File: config.mk
export PLATFORM = sky130hd
export DESIGN_NAME = dgro_top
export DESIGN_NICKNAME = d
export VERILOG_FILES = /design/src/verilog/dgro_pkg.sv /design/src/verilog/dgro_scale.sv /design/src/verilog/dgro_top.sv
export SDC_FILE = /design/constraint.sdc
export NUM_CORES = 1
export LEC_CHECK = 0
export BUFFER_PORTS_ARGS = -buffer_cell sky130_fd_sc_hd__buf_4
export CORE_MARGIN = 2
export CORE_UTILIZATION = 25
export DETAILED_ROUTE_END_ITERATION = 8
export SETUP_SLACK_MARGIN = 0.05
export SYNTH_ARGS = -nofsm -noshare
export SYNTH_HDL_FRONTEND = slang
export SYNTH_SLANG_ARGS = --single-unit
export TNS_END_PERCENT = 5
File: constraint.sdc
create_clock -name ref_clk_i -period 7.5 [get_ports ref_clk_i]
set_clock_uncertainty 0.05 [all_clocks]
set_input_delay 1.5 -clock ref_clk_i [delete_from_list [all_inputs] [get_ports ref_clk_i]]
set_output_delay 1.5 -clock ref_clk_i [all_outputs]
set_load 0.1 [all_outputs]
File: src/verilog/dgro_pkg.sv
// Purpose: Shared constants and types for the transmit gain ramp and output guard
// Assumes: One 25 MHz sample clock; byte-wide register port
// Notes:
// Function
// [RULE_01] Add 16-bit offset to every Q sample
// [RULE_02] Scale I sample by 6-bit gain, unity 0x20
// [RULE_03] Scale Q sample by own 6-bit gain
// [RULE_04] Ramp up by step every four cycles
// [RULE_05] Ramp down by step every four cycles
// [RULE_06] Software keeps steps below I gain
// [RULE_07] Manual off bit needs IQ gain enabled
// [RULE_08] Status bit reads one while output off; code holds it at its last value while IQ gain is disabled
// [RULE_09] Transmit pin ramps output when enabled
// [RULE_10] Sleep while pin low if enabled
// [RULE_11] Power down while pin low if enabled
// [RULE_12] Master enable gates all protection controls
// [RULE_13] FIFO warning shuts output when enabled
// [RULE_14] Over-threshold power shuts output when enabled
// [RULE_15] FIFO error bit shuts output on warning
// [RULE_16] Settled gain holds channel gain setting
// [RULE_17] Shutdown ramps if stepping, else immediate
package dgro_pkg;

    // Register addresses
    localparam logic [7:0] ADDR_Q_OFFSET_LOW   = 8'h3d;
    localparam logic [7:0] ADDR_Q_OFFSET_HIGH  = 8'h3e;
    localparam logic [7:0] ADDR_I_GAIN         = 8'h3f;
    localparam logic [7:0] ADDR_Q_GAIN         = 8'h40;
    localparam logic [7:0] ADDR_RISE_STEP      = 8'h41;
    localparam logic [7:0] ADDR_FALL_STEP      = 8'h42;
    localparam logic [7:0] ADDR_PIN_ACTIONS    = 8'h43;
    localparam logic [7:0] ADDR_PROTECT        = 8'h44;

    // Reset values
    localparam logic [7:0] RST_Q_OFFSET_LOW    = 8'h00;
    localparam logic [7:0] RST_Q_OFFSET_HIGH   = 8'h00;
    localparam logic [5:0] RST_I_GAIN          = 6'h20;
    localparam logic [5:0] RST_Q_GAIN          = 6'h20;
    localparam logic [5:0] RST_RISE_STEP       = 6'h01;
    localparam logic [5:0] RST_FALL_STEP       = 6'h01;
    localparam logic       RST_MANUAL_OFF      = 1'b0;
    localparam logic       RST_OUTPUT_OFF      = 1'b1;
    localparam logic [2:0] RST_PIN_ACTIONS     = 3'h7;
    localparam logic [7:0] RST_PROTECT         = 8'h8d;

    // Field positions
    localparam int BIT_MANUAL_OFF      = 7;
    localparam int BIT_OUTPUT_STATUS   = 6;
    localparam int BIT_PIN_RAMP_EN     = 2;
    localparam int BIT_PIN_SLEEP_EN    = 1;
    localparam int BIT_PIN_PDOWN_EN    = 0;
    localparam int BIT_PROTECT_MASTER  = 7;
    localparam int BIT_WARN_CUTOFF     = 3;
    localparam int BIT_POWER_CUTOFF    = 2;
    localparam int BIT_ERROR_CUTOFF    = 0;
    localparam int GAIN_FRAC_BITS      = 5;

    // Bits of the protection register that exist
    localparam logic [7:0] PROTECT_MASK        = 8'h8d;

    // Last count of the step counter, four cycles between ramp steps
    localparam logic [1:0] STEP_PERIOD_LAST    = 2'h3;

    typedef enum logic [1:0] {
        DGRO_OFF       = 2'b00,
        DGRO_RAMP_UP   = 2'b01,
        DGRO_ON        = 2'b10,
        DGRO_RAMP_DOWN = 2'b11
    } dgro_state_type;

    typedef struct packed {
        logic       wr;
        logic       rd;
        logic [7:0] addr;
        logic [7:0] wdata;
    } dgro_reg_req_type;

    typedef struct packed {
        logic [15:0] i;
        logic [15:0] q;
    } dgro_iq_type;

endpackage

File: src/verilog/dgro_scale.sv
// Purpose: One channel gain multiply, offset add and saturation
// Assumes: Gain in units of 2^-5, signed twos complement samples
// Notes: Purely combinational; caller registers the result
`timescale 1ns/10ps
module dgro_scale (
    // Sample and controls
    input  wire logic [15:0] sample_i,
    input  wire logic [6:0]  gain_i,
    input  wire logic [15:0] offset_i,
    // Result
    output logic      [15:0] result_o
);
    logic signed [23:0] product;
    logic signed [18:0] scaled;
    logic signed [19:0] summed;

    always_comb begin
        product = $signed(sample_i) * $signed({1'b0, gain_i});
        scaled  = product[23:dgro_pkg::GAIN_FRAC_BITS];
        summed  = {scaled[18], scaled} + {{4{offset_i[15]}}, offset_i};
        if (summed > 20'sd32767) begin
            result_o = 16'h7fff;
        end else if (summed < -20'sd32768) begin
            result_o = 16'h8000;
        end else begin
            result_o = summed[15:0];
        end
    end
endmodule

File: src/verilog/dgro_top.sv
// Purpose: I/Q gain, Q offset, transmit gain ramp and output guard
// Assumes: All inputs synchronous to ref_clk_i; registers on a byte port
// Notes: ce_i low freezes every flop, including the read data
`timescale 1ns/10ps
module dgro_top (
    // Clock, reset, enable
    input  wire logic                      ref_clk_i,
    input  wire logic                      rst_n_i,
    input  wire logic                      ce_i,
    // Register port
    input  wire dgro_pkg::dgro_reg_req_type reg_req_i,
    output logic      [7:0]                reg_rdata_o,
    // Baseband pin and system controls
    input  wire logic                      transmit_enable_pin_i,
    input  wire logic                      iq_gain_enable_i,
    // Guard event inputs
    input  wire logic                      fifo_warning_i,
    input  wire logic                      over_threshold_i,
    // Sample path
    input  wire dgro_pkg::dgro_iq_type     sample_i,
    output dgro_pkg::dgro_iq_type          sample_o,
    // Status and mode outputs
    output logic                           sleep_o,
    output logic                           powerdown_o,
    output logic                           output_off_o,
    output logic                           ramp_busy_o,
    output logic      [6:0]                gain_applied_o
);
    // Register storage
    logic [7:0]  q_offset_low_r;
    logic [7:0]  q_offset_high_byte_r;
    logic [5:0]  i_channel_gain_field_r;
    logic [5:0]  q_channel_gain_field_r;
    logic [5:0]  rise_step_r;
    logic [5:0]  fall_step_r;
    logic        manual_off_r;
    logic        output_off_r;
    logic        pin_ramp_enable_r;
    logic        pin_sleep_enable_r;
    logic        pin_powerdown_enable_r;
    logic [7:0]  protect_r;
    logic [7:0]  rdata_r;

    // Ramp control
    dgro_pkg::dgro_state_type state_r;
    dgro_pkg::dgro_state_type state_nxt;
    logic [6:0]  ramp_gain_r;
    logic [6:0]  ramp_gain_nxt;
    logic [1:0]  step_cnt_r;
    logic        step_due;

    // Output stage
    logic [15:0] i_scaled;
    logic [15:0] q_scaled;
    logic [6:0]  i_gain_use;
    logic [6:0]  q_gain_use;
    dgro_pkg::dgro_iq_type sample_r;
    logic        sleep_r;
    logic        powerdown_r;

    // Decoded controls
    logic [6:0]  target_gain;
    logic [6:0]  rise_amount;
    logic [6:0]  fall_amount;
    logic [7:0]  rise_sum;
    logic        master_en;
    logic        guard_trip;
    logic        manual_trip;
    logic        pin_allows;
    logic        want_on;
    logic        wr_en;
    logic        rd_en;

    assign wr_en = ce_i & reg_req_i.wr;
    assign rd_en = ce_i & reg_req_i.rd;

    // Software writes
    always_ff @(posedge ref_clk_i) begin
        if (!rst_n_i) begin
            q_offset_low_r         <= dgro_pkg::RST_Q_OFFSET_LOW;
            q_offset_high_byte_r   <= dgro_pkg::RST_Q_OFFSET_HIGH;
            i_channel_gain_field_r <= dgro_pkg::RST_I_GAIN;
            q_channel_gain_field_r <= dgro_pkg::RST_Q_GAIN;
            rise_step_r            <= dgro_pkg::RST_RISE_STEP;
            fall_step_r            <= dgro_pkg::RST_FALL_STEP;
            manual_off_r           <= dgro_pkg::RST_MANUAL_OFF;
            pin_ramp_enable_r      <= dgro_pkg::RST_PIN_ACTIONS[dgro_pkg::BIT_PIN_RAMP_EN];
            pin_sleep_enable_r     <= dgro_pkg::RST_PIN_ACTIONS[dgro_pkg::BIT_PIN_SLEEP_EN];
            pin_powerdown_enable_r <= dgro_pkg::RST_PIN_ACTIONS[dgro_pkg::BIT_PIN_PDOWN_EN];
            protect_r              <= dgro_pkg::RST_PROTECT;
        end else if (wr_en) begin
            unique case (reg_req_i.addr)
                dgro_pkg::ADDR_Q_OFFSET_LOW: begin
                    q_offset_low_r <= reg_req_i.wdata;
                end
                dgro_pkg::ADDR_Q_OFFSET_HIGH: begin
                    q_offset_high_byte_r <= reg_req_i.wdata;
                end
                dgro_pkg::ADDR_I_GAIN: begin
                    i_channel_gain_field_r <= reg_req_i.wdata[5:0];
                end
                dgro_pkg::ADDR_Q_GAIN: begin
                    q_channel_gain_field_r <= reg_req_i.wdata[5:0];
                end
                dgro_pkg::ADDR_RISE_STEP: begin
                    rise_step_r <= reg_req_i.wdata[5:0];
                end
                dgro_pkg::ADDR_FALL_STEP: begin
                    // Status bit is read-only, write ignored
                    fall_step_r  <= reg_req_i.wdata[5:0];
                    manual_off_r <= reg_req_i.wdata[dgro_pkg::BIT_MANUAL_OFF];
                end
                dgro_pkg::ADDR_PIN_ACTIONS: begin
                    pin_ramp_enable_r      <= reg_req_i.wdata[dgro_pkg::BIT_PIN_RAMP_EN];
                    pin_sleep_enable_r     <= reg_req_i.wdata[dgro_pkg::BIT_PIN_SLEEP_EN];
                    pin_powerdown_enable_r <= reg_req_i.wdata[dgro_pkg::BIT_PIN_PDOWN_EN];
                end
                dgro_pkg::ADDR_PROTECT: begin
                    protect_r <= reg_req_i.wdata & dgro_pkg::PROTECT_MASK;
                end
                default: begin
                end
            endcase
        end
    end

    // Read data, registered; unmapped and reserved bits read zero
    always_ff @(posedge ref_clk_i) begin
        if (!rst_n_i) begin
            rdata_r <= 8'h00;
        end else if (rd_en) begin
            unique case (reg_req_i.addr)
                dgro_pkg::ADDR_Q_OFFSET_LOW: begin
                    rdata_r <= q_offset_low_r;
                end
                dgro_pkg::ADDR_Q_OFFSET_HIGH: begin
                    rdata_r <= q_offset_high_byte_r;
                end
                dgro_pkg::ADDR_I_GAIN: begin
                    rdata_r <= {2'b00, i_channel_gain_field_r};
                end
                dgro_pkg::ADDR_Q_GAIN: begin
                    rdata_r <= {2'b00, q_channel_gain_field_r};
                end
                dgro_pkg::ADDR_RISE_STEP: begin
                    rdata_r <= {2'b00, rise_step_r};
                end
                dgro_pkg::ADDR_FALL_STEP: begin
                    rdata_r <= {manual_off_r, output_off_r, fall_step_r}; // [RULE_08]
                end
                dgro_pkg::ADDR_PIN_ACTIONS: begin
                    rdata_r <= {5'h00, pin_ramp_enable_r, pin_sleep_enable_r, pin_powerdown_enable_r};
                end
                dgro_pkg::ADDR_PROTECT: begin
                    rdata_r <= protect_r;
                end
                default: begin
                    rdata_r <= 8'h00;
                end
            endcase
        end
    end

    // Guard and request decode
    always_comb begin
        master_en   = protect_r[dgro_pkg::BIT_PROTECT_MASTER]; // [RULE_12]
        guard_trip  = master_en & (
                      (protect_r[dgro_pkg::BIT_WARN_CUTOFF]  & fifo_warning_i)     // [RULE_13]
                    | (protect_r[dgro_pkg::BIT_POWER_CUTOFF] & over_threshold_i)   // [RULE_14]
                    | (protect_r[dgro_pkg::BIT_ERROR_CUTOFF] & fifo_warning_i));   // [RULE_15]
        manual_trip = manual_off_r & iq_gain_enable_i; // [RULE_07]
        pin_allows  = ~pin_ramp_enable_r | transmit_enable_pin_i; // [RULE_09]
        want_on     = pin_allows & ~manual_trip & ~guard_trip;
    end

    // Step sizes carry one fewer fraction bit than the gain
    always_comb begin
        target_gain = {1'b0, i_channel_gain_field_r};
        rise_amount = {rise_step_r, 1'b0};
        fall_amount = {fall_step_r, 1'b0};
        rise_sum    = {1'b0, ramp_gain_r} + {1'b0, rise_amount};
    end

    // Step pacing, one step each four cycles
    always_ff @(posedge ref_clk_i) begin
        if (!rst_n_i) begin
            step_cnt_r <= 2'h0;
        end else if (ce_i) begin
            if (state_nxt != state_r) begin
                step_cnt_r <= 2'h0;
            end else begin
                step_cnt_r <= step_cnt_r + 2'h1;
            end
        end
    end

    assign step_due = (step_cnt_r == dgro_pkg::STEP_PERIOD_LAST); // [RULE_04] [RULE_05]

    // Ramp state machine
    always_comb begin
        state_nxt     = state_r;
        ramp_gain_nxt = ramp_gain_r;
        unique case (state_r)
            dgro_pkg::DGRO_OFF: begin
                ramp_gain_nxt = 7'h00;
                if (want_on) begin
                    if (pin_ramp_enable_r) begin
                        state_nxt = dgro_pkg::DGRO_RAMP_UP; // [RULE_09]
                    end else begin
                        state_nxt     = dgro_pkg::DGRO_ON;
                        ramp_gain_nxt = target_gain;
                    end
                end
            end
            dgro_pkg::DGRO_RAMP_UP: begin
                if (!want_on) begin
                    if (pin_ramp_enable_r) begin
                        state_nxt = dgro_pkg::DGRO_RAMP_DOWN; // [RULE_17]
                    end else begin
                        state_nxt     = dgro_pkg::DGRO_OFF;
                        ramp_gain_nxt = 7'h00;
                    end
                end else if (ramp_gain_r >= target_gain) begin
                    state_nxt     = dgro_pkg::DGRO_ON;
                    ramp_gain_nxt = target_gain;
                end else if (step_due) begin
                    // Clamp guards against a step above the gain [RULE_06]
                    if (rise_sum >= {1'b0, target_gain}) begin
                        ramp_gain_nxt = target_gain; // [RULE_04]
                        state_nxt     = dgro_pkg::DGRO_ON;
                    end else begin
                        ramp_gain_nxt = rise_sum[6:0]; // [RULE_04]
                    end
                end
            end
            dgro_pkg::DGRO_ON: begin
                ramp_gain_nxt = target_gain; // [RULE_16]
                if (!want_on) begin
                    if (pin_ramp_enable_r) begin
                        state_nxt = dgro_pkg::DGRO_RAMP_DOWN; // [RULE_17]
                    end else begin
                        state_nxt     = dgro_pkg::DGRO_OFF; // [RULE_17]
                        ramp_gain_nxt = 7'h00;
                    end
                end
            end
            dgro_pkg::DGRO_RAMP_DOWN: begin
                if (!pin_ramp_enable_r) begin
                    state_nxt     = dgro_pkg::DGRO_OFF;
                    ramp_gain_nxt = 7'h00;
                end else if (want_on) begin
                    state_nxt = dgro_pkg::DGRO_RAMP_UP;
                end else if (step_due) begin
                    if (ramp_gain_r <= fall_amount) begin
                        ramp_gain_nxt = 7'h00; // [RULE_05]
                        state_nxt     = dgro_pkg::DGRO_OFF;
                    end else begin
                        ramp_gain_nxt = ramp_gain_r - fall_amount; // [RULE_05]
                    end
                end
            end
        endcase
    end

    always_ff @(posedge ref_clk_i) begin
        if (!rst_n_i) begin
            state_r     <= dgro_pkg::DGRO_OFF;
            ramp_gain_r <= 7'h00;
        end else if (ce_i) begin
            state_r     <= state_nxt;
            ramp_gain_r <= ramp_gain_nxt;
        end
    end

    // Status follows output only while IQ gain is enabled
    always_ff @(posedge ref_clk_i) begin
        if (!rst_n_i) begin
            output_off_r <= dgro_pkg::RST_OUTPUT_OFF;
        end else if (ce_i && iq_gain_enable_i) begin
            output_off_r <= (state_nxt == dgro_pkg::DGRO_OFF); // [RULE_08]
        end
    end

    // Pin low power modes
    always_ff @(posedge ref_clk_i) begin
        if (!rst_n_i) begin
            sleep_r     <= 1'b0;
            powerdown_r <= 1'b0;
        end else if (ce_i) begin
            sleep_r     <= pin_sleep_enable_r & ~transmit_enable_pin_i;     // [RULE_10]
            powerdown_r <= pin_powerdown_enable_r & ~transmit_enable_pin_i; // [RULE_11]
        end
    end

    // Per-channel gain; during a ramp both channels share the ramp gain
    always_comb begin
        if (state_r == dgro_pkg::DGRO_ON) begin
            i_gain_use = {1'b0, i_channel_gain_field_r}; // [RULE_02] [RULE_16]
            q_gain_use = {1'b0, q_channel_gain_field_r}; // [RULE_03] [RULE_16]
        end else begin
            i_gain_use = ramp_gain_r;
            q_gain_use = ramp_gain_r;
        end
    end

    dgro_scale u_scale_i (
        .sample_i (sample_i.i),
        .gain_i   (i_gain_use),
        .offset_i (16'h0000),
        .result_o (i_scaled)
    );

    dgro_scale u_scale_q (
        .sample_i (sample_i.q),
        .gain_i   (q_gain_use),
        .offset_i ({q_offset_high_byte_r, q_offset_low_r}), // [RULE_01]
        .result_o (q_scaled)
    );

    // Output samples, forced to zero when off
    always_ff @(posedge ref_clk_i) begin
        if (!rst_n_i) begin
            sample_r <= '0;
        end else if (ce_i) begin
            if (state_r == dgro_pkg::DGRO_OFF) begin
                sample_r <= '0; // [RULE_17]
            end else begin
                sample_r.i <= i_scaled;
                sample_r.q <= q_scaled;
            end
        end
    end

    assign reg_rdata_o    = rdata_r;
    assign sample_o       = sample_r;
    assign sleep_o        = sleep_r;
    assign powerdown_o    = powerdown_r;
    assign output_off_o   = output_off_r;
    assign ramp_busy_o    = state_r[0];
    assign gain_applied_o = ramp_gain_r;

endmodule

# Yosys cells after proc, flatten, opt, wreduce, memory -nomap -nowiden

Index checks and enable logic that the tools add are counted.

Flip-flop bits (word level): 102
Output and inout port bits: 51
Word-level logic and storage cells: 116

Add/subtract/negate cells: 4
Multiply operators: 2
Magnitude comparators: 7
Eq/ne operators: 17
Mux-type cells: 36
Bitwise logic cells: 18
Reductions and logical operators: 12

Operators with widths:

| kind                   | number |
|---|---|
| $mux W7                | 11 |
| $mux W16               | 4 |
| $pmux W8 S8            | 1 |
| $mul A16 B8 Y24        | 2 |
| $eq A8 B7 Y1 const B   | 5 |
| $mux W32               | 1 |
| $pmux W7 S4            | 1 |
| $mux W2                | 13 |
| $eq A8 B6 Y1 const B   | 3 |
| $mux W6                | 4 |
| $add A19 B16 Y20       | 1 |
| $gt A20 B16 Y1 const B | 1 |
| $lt A20 B16 Y1 const B | 1 |
| $gt A19 B16 Y1 const B | 1 |
| $lt A19 B16 Y1 const B | 1 |
| $reduce_and A2 Y1      | 8 |
| $and A1 B1 Y1          | 11 |
| $ne A3 B3 Y1 const B   | 3 |
| $add A7 B7 Y8          | 1 |
| $ge A8 B6 Y1           | 1 |
| $pmux W2 S4            | 1 |
| $ge A7 B6 Y1           | 1 |
| $le A7 B7 Y1           | 1 |
| $sub A7 B7 Y7          | 1 |
| 10 further kinds       | 18 |

# Depth between registers and ports, before layout

Gate-level depths: netlist of run 1.

Word-level depth: 11
Gate-level depth with buffers: 37
Mapped depth without buffers: 33

# Modules after synthesis

A second synthesis of run 1 with hierarchy kept.

Cells, all modules: 1880
Area, all modules: 15896.5 um2

Modules (own cells, without submodules):

| module                  | instances | cells an instance | area each (um2) | sequential area each (um2) |
|---|---|---|---|---|
| dgro_top                | 1         | 651               | 5624.1          | 2042.0 |
| dgro_scale at u_scale_q | 1         | 637               | 5255.0          | 0.0 |
| dgro_scale at u_scale_i | 1         | 592               | 5017.3          | 0.0 |

# Worst setup path after synthesis of run 1

OpenSTA, ideal clock, no wires.

Path kind: register to register
From: register state_r[0]
To: register sample_r, in the netlist sample_o[10]
Data arrival time: 8277 ps
Data required time: 7328 ps
Slack: -949 ps
Cell stages (with the launch flop): 36
Buffers on the path: 4
Period minus slack after synthesis: 8449 ps
Path through: dfxtp_1 > buf_2 > nand2b_4 > clkbuf_1 > and2_1 > a21o_1 > clkbuf_1 > nand2_1 > fa_1 > inv_1 > fa_1 > fa_1 > inv_1 > fa_1 > inv_1 > ha_1 > a21o_1 > a21oi_1 > a21oi_1 > nor2_1 > o21ai_1 > and2_1 > o21a_1 > nor2_1 > xnor2_1 > ha_1 > and4_1 > and2_1 > a211oi_1 > o21ai_1 > a31oi_1 > mux2_2 > a41oi_2 > nor2_1 > buf_2 > a221o_1

Longest elaborated chain between the ends: 8

RTL lines:

| item                   | line             | text |
|---|---|---|
| start, declared        | dgro_top.sv:45   | `dgro_pkg::dgro_state_type state_r;` |
| start signal, assigned | dgro_top.sv:267  | `state_r <= dgro_pkg::DGRO_OFF;` |
| start signal, assigned | dgro_top.sv:270  | `state_r <= state_nxt;` |
| $eq A2 B2 Y1           | dgro_top.sv:297  | `if (state_r == dgro_pkg::DGRO_ON) begin` |
| $mux W7                | dgro_top.sv:297  |  |
| $mul A16 B8 Y24        | dgro_scale.sv:18 | `product = $signed(sample_i) * $signed({1'b0, gain_i});` |
| $add A19 B16 Y20       | dgro_scale.sv:20 | `summed = {scaled[18], scaled} + {{4{offset_i[15]}}, offset_i};` |
| $lt A20 B16 Y1         | dgro_scale.sv:23 | `end else if (summed < -20'sd32768) begin` |
| $mux W16               | dgro_scale.sv:23 |  |
| $mux W16               | dgro_scale.sv:21 | `if (summed > 20'sd32767) begin` |
| $mux W32 *             | dgro_top.sv:325  | `if (state_r == dgro_pkg::DGRO_OFF) begin` |
| end, declared          | dgro_top.sv:57   | `dgro_pkg::dgro_iq_type sample_r;` |

Mark *: on every way between the ends. The rest lies on a longest branch, timed or not.
A chain may end at the register's enable or synchronous reset.

# Worst setup path in the final report of run 1

From: input port sample_i[2] (netlist bit)
To: register sample_r, in the netlist sample_o[14]

Longest elaborated chain between the ends: 6

RTL lines:

| item               | line             | text |
|---|---|---|
| start, declared    | dgro_top.sv:20   | `input wire dgro_pkg::dgro_iq_type sample_i,` |
| $mul A16 B8 Y24 *  | dgro_scale.sv:18 |  |
| $add A19 B16 Y20 * | dgro_scale.sv:20 |  |
| $lt A20 B16 Y1     | dgro_scale.sv:23 |  |
| $mux W16           | dgro_scale.sv:23 |  |
| $mux W16 *         | dgro_scale.sv:21 |  |
| $mux W32 *         | dgro_top.sv:325  |  |

Marked as above.

==> flow_metrics.env, run 1 <==
export IMPL_antenna_found_initial=1
export IMPL_nets=2193
export IMPL_cp_end_kind="flop"
export IMPL_tightest_slew_ns=1.139
export IMPL_grt_first_pass_wirelength_um=66720
export IMPL_power_density_nw_per_um2=144.0
export IMPL_ys_top_cells_by_area="fa_1, dfxtp_1, ha_1"
export IMPL_ys_types=77
export IMPL_path_clk_slew_ns=0.08
export IMPL_synthCells=1646
export IMPL_setup_tns_ns=0
export IMPL_ys_seq_area_share_pct=14.26
export IMPL_rows=87
export IMPL_place_ws_ns=-0.4397
export IMPL_fp_dieH_um=243.3
export IMPL_drtPass1Iterations=8
export IMPL_synthArstFlopShare_pct=0
export IMPL_yosysTopAreaCell="fa_1"
export IMPL_drt_iter0_drc=773
export IMPL_synth_area_per_cell_um2=8.700
export IMPL_cts_htree_levels=3
export IMPL_drc_errors=0
export IMPL_cts_root_buffer="clkbuf_16"
export IMPL_max_freq_ghz=0.1340
export IMPL_synth_nets=2014
export IMPL_placed_area_um2=16780
export IMPL_stdcell_area_um2=17310
export IMPL_ys_seq_elements=102
export IMPL_crit_family="adder cells"
export IMPL_fin_crit_ns=7.461
export IMPL_grt_max_degree=84
export IMPL_vias_per_cell=4.626
export IMPL_ant_nets=0
export IMPL_hold_buffers=0
export IMPL_first_global_vias=12442
export IMPL_synth_top_area_share_pct=24.19
export IMPL_rsz0062_at_grt="true"
export IMPL_synthFlopType="dfxtp_1"
export IMPL_whs_ns=0.4248
export IMPL_hp_class="flop to flop"
export IMPL_wl_per_cell_um=15.59
export IMPL_clockBufferDepth=2
export IMPL_core_area_um2=56500
export IMPL_cts_sinks=102
export IMPL_overflow=0
export IMPL_critical_path_class="input port to flop"
export IMPL_diodes=0
export IMPL_setup_viol=0
export IMPL_syn_to_final_growth_pct=20.89
export IMPL_hold_viol=0
export IMPL_track_usage_pct=13.93
export IMPL_cts_tree="built"
export IMPL_syn_area_um2=14320
export IMPL_start_util_pct=25.35
export IMPL_insertion_delay_ns=0.36
export IMPL_critPathMaxStageDelay_ns=0.56
export IMPL_maxCapViolCount=0
export IMPL_crit_path_max_fanout=5
export IMPL_cp_arrival_ns=7.67
export IMPL_worstPathBufferInverterCount=6
export IMPL_ios=108
export IMPL_die_x_um=243.3
export IMPL_period_share_pct=99.49
export IMPL_die_area_um2=59210
export IMPL_drt_total_wl_um=40310
export IMPL_p_leak_nw=8.371
export IMPL_status="completed"
export IMPL_ir_drop_mv=0.1247
export IMPL_place_hpwl_um=33260
export IMPL_numPortBuffers=107
export IMPL_ys_warn_count=0
export IMPL_start_kind="input port"
export IMPL_synth_edff_count=0
export IMPL_drive_gt1_share_pct=17.43
export IMPL_cts_buffers=9
export IMPL_place_gp_congestion=0.8736
export IMPL_cp_required_ns=7.71
export IMPL_slew_viol_final=0
export IMPL_slew_headroom_pct=23.72
export IMPL_crit_path_top_delay_cell="fa_1"
export IMPL_num_vias=11964
export IMPL_timing_final_ws_setup_ns=0.03862
## sequential cells by signal, indices dropped and copies added (netlist names), 2 cells and up
name,cells
q_offset_high_byte_r,8
rise_step_r,6
fall_step_r,6
step_cnt_r,2
gain_applied_o,7
sample_o,32
protect_r,4
q_channel_gain_field_r,6
reg_rdata_o,8
q_offset_low_r,8
state_r,2
i_channel_gain_field_r,6
## worst paths after layout
check	startpoint	end	slack, ns	depth (start not counted)
setup / recovery	sample_i[2]	sample_o[14]	0.04	29
hold / removal	manual_off_r	manual_off_r	0.42	2
setup reg to reg	state_r[0]	sample_o[14]	0.15	31
hold reg to reg	manual_off_r	manual_off_r	0.42	2
## synthesized netlist by cell type (4+ instances only)
cell type and count:
o31ai_1 4, a221oi_1 5, mux2i_1 43, nor2_1 55
and2_1 79, nand2b_1 24, a21o_1 37, dfxtp_1 102
fa_1 173, a221o_1 15, inv_1 275, o21ai_1 9
nand3_1 12, xnor2_1 42, ha_1 138, xor2_1 18
a22o_1 4, a21boi_0 5, a31oi_1 10, a211oi_1 8
nand2_1 137, o211ai_1 16, nand4_1 4, o21ai_0 30
o21a_1 15, nor3_1 12, a22oi_1 5, o21bai_1 4
and4_1 5, a21oi_1 56, nor2b_1 118, a222oi_1 11
o22ai_1 5, a32oi_1 4, buf_2 5, and3_1 40
a21boi_1 15, clkbuf_1 52
## stage by stage
step	total power, mW	util [%]	instances
6_report	2.493	30.64	2586
3_3_place_gp	1.969	29.70	2559
2_1_floorplan	1.558	-	1646
5_1_grt	2.687	30.64	2586
4_1_cts	2.513	30.55	2585
3_5_place_dp	1.990	29.70	2559
## metal layers
metal  share of wire (%)  track usage [%]  routed length (um)
met5               0.032                0                  13
met4                 1.6            2.851                 632
met3                 5.0            1.873                2024
met1                  45            18.66               18040
met2                  49            23.89               19600
## cell type report
class | instances | area [um2]
tap | 756 | 945.9
inverter | 275 | 1032
clock inverter | 6 | 65.06
fill | 5967 | 39180
multi-input combinational | 1209 | 11220
sequential | 102 | 2049
clock buffer | 10 | 229.0
timing repair buffer | 228 | 1767
## tightest hold or removal path, delay by kind of cell, from the launching register on
family             cells  cell delay, ns
AOI/OAI and AO/OA      1            0.05
DFF                    1            0.33
and+or+nand+nor        1            0.06
## cell usage in the layout (no fill, tap or decap), types with 9 or more instances in the layout
master / synthesis / layout
mux2i_1: 43 / 43
a21boi_1: 15 / 16
fa_1: 173 / 171
ha_1: 138 / 130
clkbuf_16: 0 / 9
o211ai_1: 16 / 16
nand3_1: 12 / 12
nor2_1: 55 / 53
and3_1: 40 / 40
nand2_1: 137 / 132
a31oi_1: 10 / 9
a21oi_1: 56 / 50
o21a_1: 15 / 15
nand2b_1: 24 / 24
nor2b_1: 118 / 117
a221o_1: 15 / 15
and2_1: 79 / 71
nor3_1: 12 / 12
xor2_1: 18 / 18
dfxtp_1: 102 / 98
a222oi_1: 11 / 11
buf_4: 0 / 220
o21ai_0: 30 / 29
a21o_1: 37 / 36
inv_1: 275 / 270
xnor2_1: 42 / 41
## kinds of logic after synthesis
group / count (synthesis) / share of synthesized area (%)
AND/OR/NAND/NOR: 501 / 18.64
AO/OA/AOI/OAI: 287 / 14.63
flip-flops: 102 / 14.26
adder cells (fa/ha/maj): 311 / 36.24
buffers and inverters: 336 / 9.008
XOR/XNOR: 61 / 3.783
multiplexers: 48 / 3.442
## power by group
part | internal, mW | switching [mW]
logic | 0.570 | 0.852
registers | 0.568 | 0.0281
clock network | 0.236 | 0.239
total | 1.37 | 1.12
## repair_timing
| action | 4_1_cts | 5_1_grt |
|---|---|---|
| gates cloned | 1 | 0 |
| endpoints found under the setup margin | 15 | 16 |
| resized for setup | 37 | 10 |
| pin swaps | 58 | 9 |
| buffers inserted | 9 | 1 |
No activity file was read; power rests on OpenSTA's default activity.
==> run 2, diff against run 1 <==
--- a/config.mk
+++ b/config.mk
@@ -12,5 +12,6 @@
 export SETUP_SLACK_MARGIN = 0.05
 export SYNTH_ARGS = -nofsm -noshare
 export SYNTH_HDL_FRONTEND = slang
+export SYNTH_HIERARCHICAL = 1
 export SYNTH_SLANG_ARGS = --single-unit
 export TNS_END_PERCENT = 5
==> run 2 against run 1 <==
Against the previous run:
- worst setup slack improved by 0.065 ns
- critical path depth fell by 1
- non-clock buffer count rose by 104
- clock power barely moved
- sequential power barely moved
- synthesized cell count rose by 14%
- sequential share of layout area fell by 1.8 points
- largest cell class unchanged
- first-iteration DRC count fell by 11%
- critical path type unchanged
- hold slack improved by 0.019 ns
- critical endpoint is now sample_o[18]
- final cell count rose by 17%
- die area rose by 11%
- via count rose by 13%
==> flow_metrics.env, run 2 <==
export IMPL_crit_family="adder cells"
export IMPL_rows=92
export IMPL_start_util_pct=25.25
export IMPL_first_global_vias=13686
export IMPL_rsz0062_at_grt="true"
export IMPL_insertion_delay_ns=0.36
export IMPL_slew_headroom_pct=38.06
export IMPL_whs_ns=0.4434
export IMPL_cp_required_ns=7.70
export IMPL_placed_area_um2=19250
export IMPL_crit_path_max_fanout=8
export IMPL_core_area_um2=62970
export IMPL_synthArstFlopShare_pct=0
export IMPL_numPortBuffers=107
export IMPL_ys_warn_count=6
export IMPL_p_leak_nw=9.545
export IMPL_place_ws_ns=-0.5109
export IMPL_critical_path_class="input port to flop"
export IMPL_tightest_slew_ns=0.9291
export IMPL_status="completed"
export IMPL_cts_tree="built"
export IMPL_ys_seq_elements=102
export IMPL_maxCapViolCount=0
export IMPL_die_area_um2=65620
export IMPL_synth_top_area_share_pct=21.91
export IMPL_synth_area_per_cell_um2=8.456
export IMPL_critPathMaxStageDelay_ns=0.54
export IMPL_diodes=0
export IMPL_cp_end_kind="flop"
export IMPL_stdcell_area_um2=20450
export IMPL_cts_htree_levels=3
export IMPL_largest_reg_flops=32
export IMPL_synth_commonest_cells="inv_1, fa_1, and2_1"
export IMPL_grt_first_pass_wirelength_um=72240
export IMPL_vias_per_cell=4.463
export IMPL_ir_drop_mv=0.1081
export IMPL_final_cell_mix="buf_4, inv_1, fa_1"
export IMPL_place_hpwl_um=36710
export IMPL_antenna_found_initial=1
export IMPL_fp_dieH_um=256.2
export IMPL_nets=2566
export IMPL_wl_per_cell_um=14.73
export IMPL_postLayoutCoreUtil_pct=32.47
export IMPL_ios=108
export IMPL_setup_tns_ns=0
export IMPL_num_vias=13524
export IMPL_track_usage_pct=13.51
export IMPL_syn_area_um2=15900
export IMPL_cts_root_buffer="clkbuf_16"
export IMPL_ys_types=98
export IMPL_hold_viol=0
export IMPL_synth_most_common_cell="inv_1"
export IMPL_grt_max_degree=101
export IMPL_drive_gt1_share_pct=25.14
export IMPL_synth_edff_count=0
export IMPL_synthCells=1880
export IMPL_crit_path_top_delay_cell="fa_1"
export IMPL_n_fill_cell=6585
export IMPL_synthFlopType="dfxtp_1"
export IMPL_slew_viol_final=0
export IMPL_ys_top_cells_by_area="fa_1, dfxtp_1, ha_1"
export IMPL_crit_reg2reg_launch="state_r[0]"
export IMPL_cpMostUsedCell="fa_1"
export IMPL_fin_crit_ns=7.397
export IMPL_die_x_um=256.2
export IMPL_start_kind="input port"
export IMPL_min_from="i_channel_gain_field_r[5]"
export IMPL_final_common_cell="buf_4"
export IMPL_cts_buffers=9
export IMPL_worstSetupStartpoint="sample_i[22]"
export IMPL_drtPass1Iterations=5
export IMPL_period_share_pct=98.62
export IMPL_path_clk_slew_ns=0.08
export IMPL_drt_iter0_drc=691
export IMPL_cp_arrival_ns=7.60
export IMPL_drt_total_wl_um=44630
export IMPL_clockBufferDepth=2
export IMPL_syn_to_final_growth_pct=28.63
export IMPL_hp_class="flop to flop"
export IMPL_cts_sinks=102
export IMPL_timing_final_ws_setup_ns=0.1032
export IMPL_yosysTopAreaCell="fa_1"
export IMPL_max_freq_ghz=0.1352
export IMPL_place_gp_congestion=0.8842
export IMPL_ys_seq_area_share_pct=12.85
export IMPL_drc_errors=0
export IMPL_worstPathBufferInverterCount=5
export IMPL_overflow=0
export IMPL_power_density_nw_per_um2=181.4
export IMPL_setup_viol=0
export IMPL_ant_nets=0
## run 2: cell count changes after synthesis, moves of 14 or more
cell / before / now
a21boi_1: 15 / 1
a21oi_1: 56 / 102
a221o_1: 15 / 0
and2_1: 79 / 167
and3_1: 40 / 9
clkbuf_1: 52 / 38
ha_1: 138 / 156
nand3_1: 12 / 52
o21ai_0: 30 / 49
## run 2: stage by stage
stage	instances	power, mW
after floorplan	1900	2.243
after global placement	2999	2.933
after detailed placement	2999	2.936
after CTS	3016	3.442
after global routing	3030	4.016
final	3030	3.708
## run 2: cell families (layout without fill, tap and decap cells)
logic type,after synthesis,count (layout),share of synthesized area [%]
AOI/OAI and AO/OA,349,349,15.29
xor gates and xnor gates,71,71,3.912
adders and majority gates,330,330,34.19
buffers and inverters,340,624,8.768
DFF,102,102,12.85
muxes,41,41,2.873
other,1,21,0.02359
and+or+nand+nor,646,646,22.10
## run 2: layer usage
metal	GRT usage, %	share of wire (%)
met5	0	0.031
met4	3.411	2.4
met3	2.337	4.3
met2	23.40	49
met1	17.30	45
## run 2: cell type report
| type | instances | area, um2 | area share, % |
|---|---|---|---|
| Tap cell | 846 | 1059 | 5.177 |
| Clock inverter | 6 | 63.81 | 0.3121 |
| Inverter | 276 | 1036 | 5.067 |
| Multi-Input combinational cell | 1458 | 13350 | 65.29 |
| Clock buffer | 10 | 229.0 | 1.120 |
| Timing Repair Buffer | 332 | 2658 | 13.00 |
| Sequential cell | 102 | 2052 | 10.04 |
## run 2: path summary, 6_finish.rpt
| path | slack [ns] | endpoint | cells after the start |
|---|---|---|---|
| worst max-delay path | 0.10 | sample_o[18] | 28 |
| worst max register to register | 0.21 | sample_o[5] | 30 |
| worst min-delay path | 0.44 | gain_applied_o[5] | 2 |
| worst min register to register | 0.44 | gain_applied_o[5] | 2 |
## run 2: tightest hold or removal path, cell delays in order, from the launching register on
cell and delay, ns:
dfxtp_1 0.34, nand2_1 0.06, a21oi_1 0.05
## run 2: power by group
group          switching, mW  internal, mW
sequential            0.0246         0.570
combinational           1.44          1.20
clock                  0.241         0.236
## run 2: timing repair
item	CTS	global route
buffers inserted	1	11
hold buffers	0	0
endpoints found under the setup margin	30	32
pin swaps	0	123
cloned	0	3
resized for setup	12	154
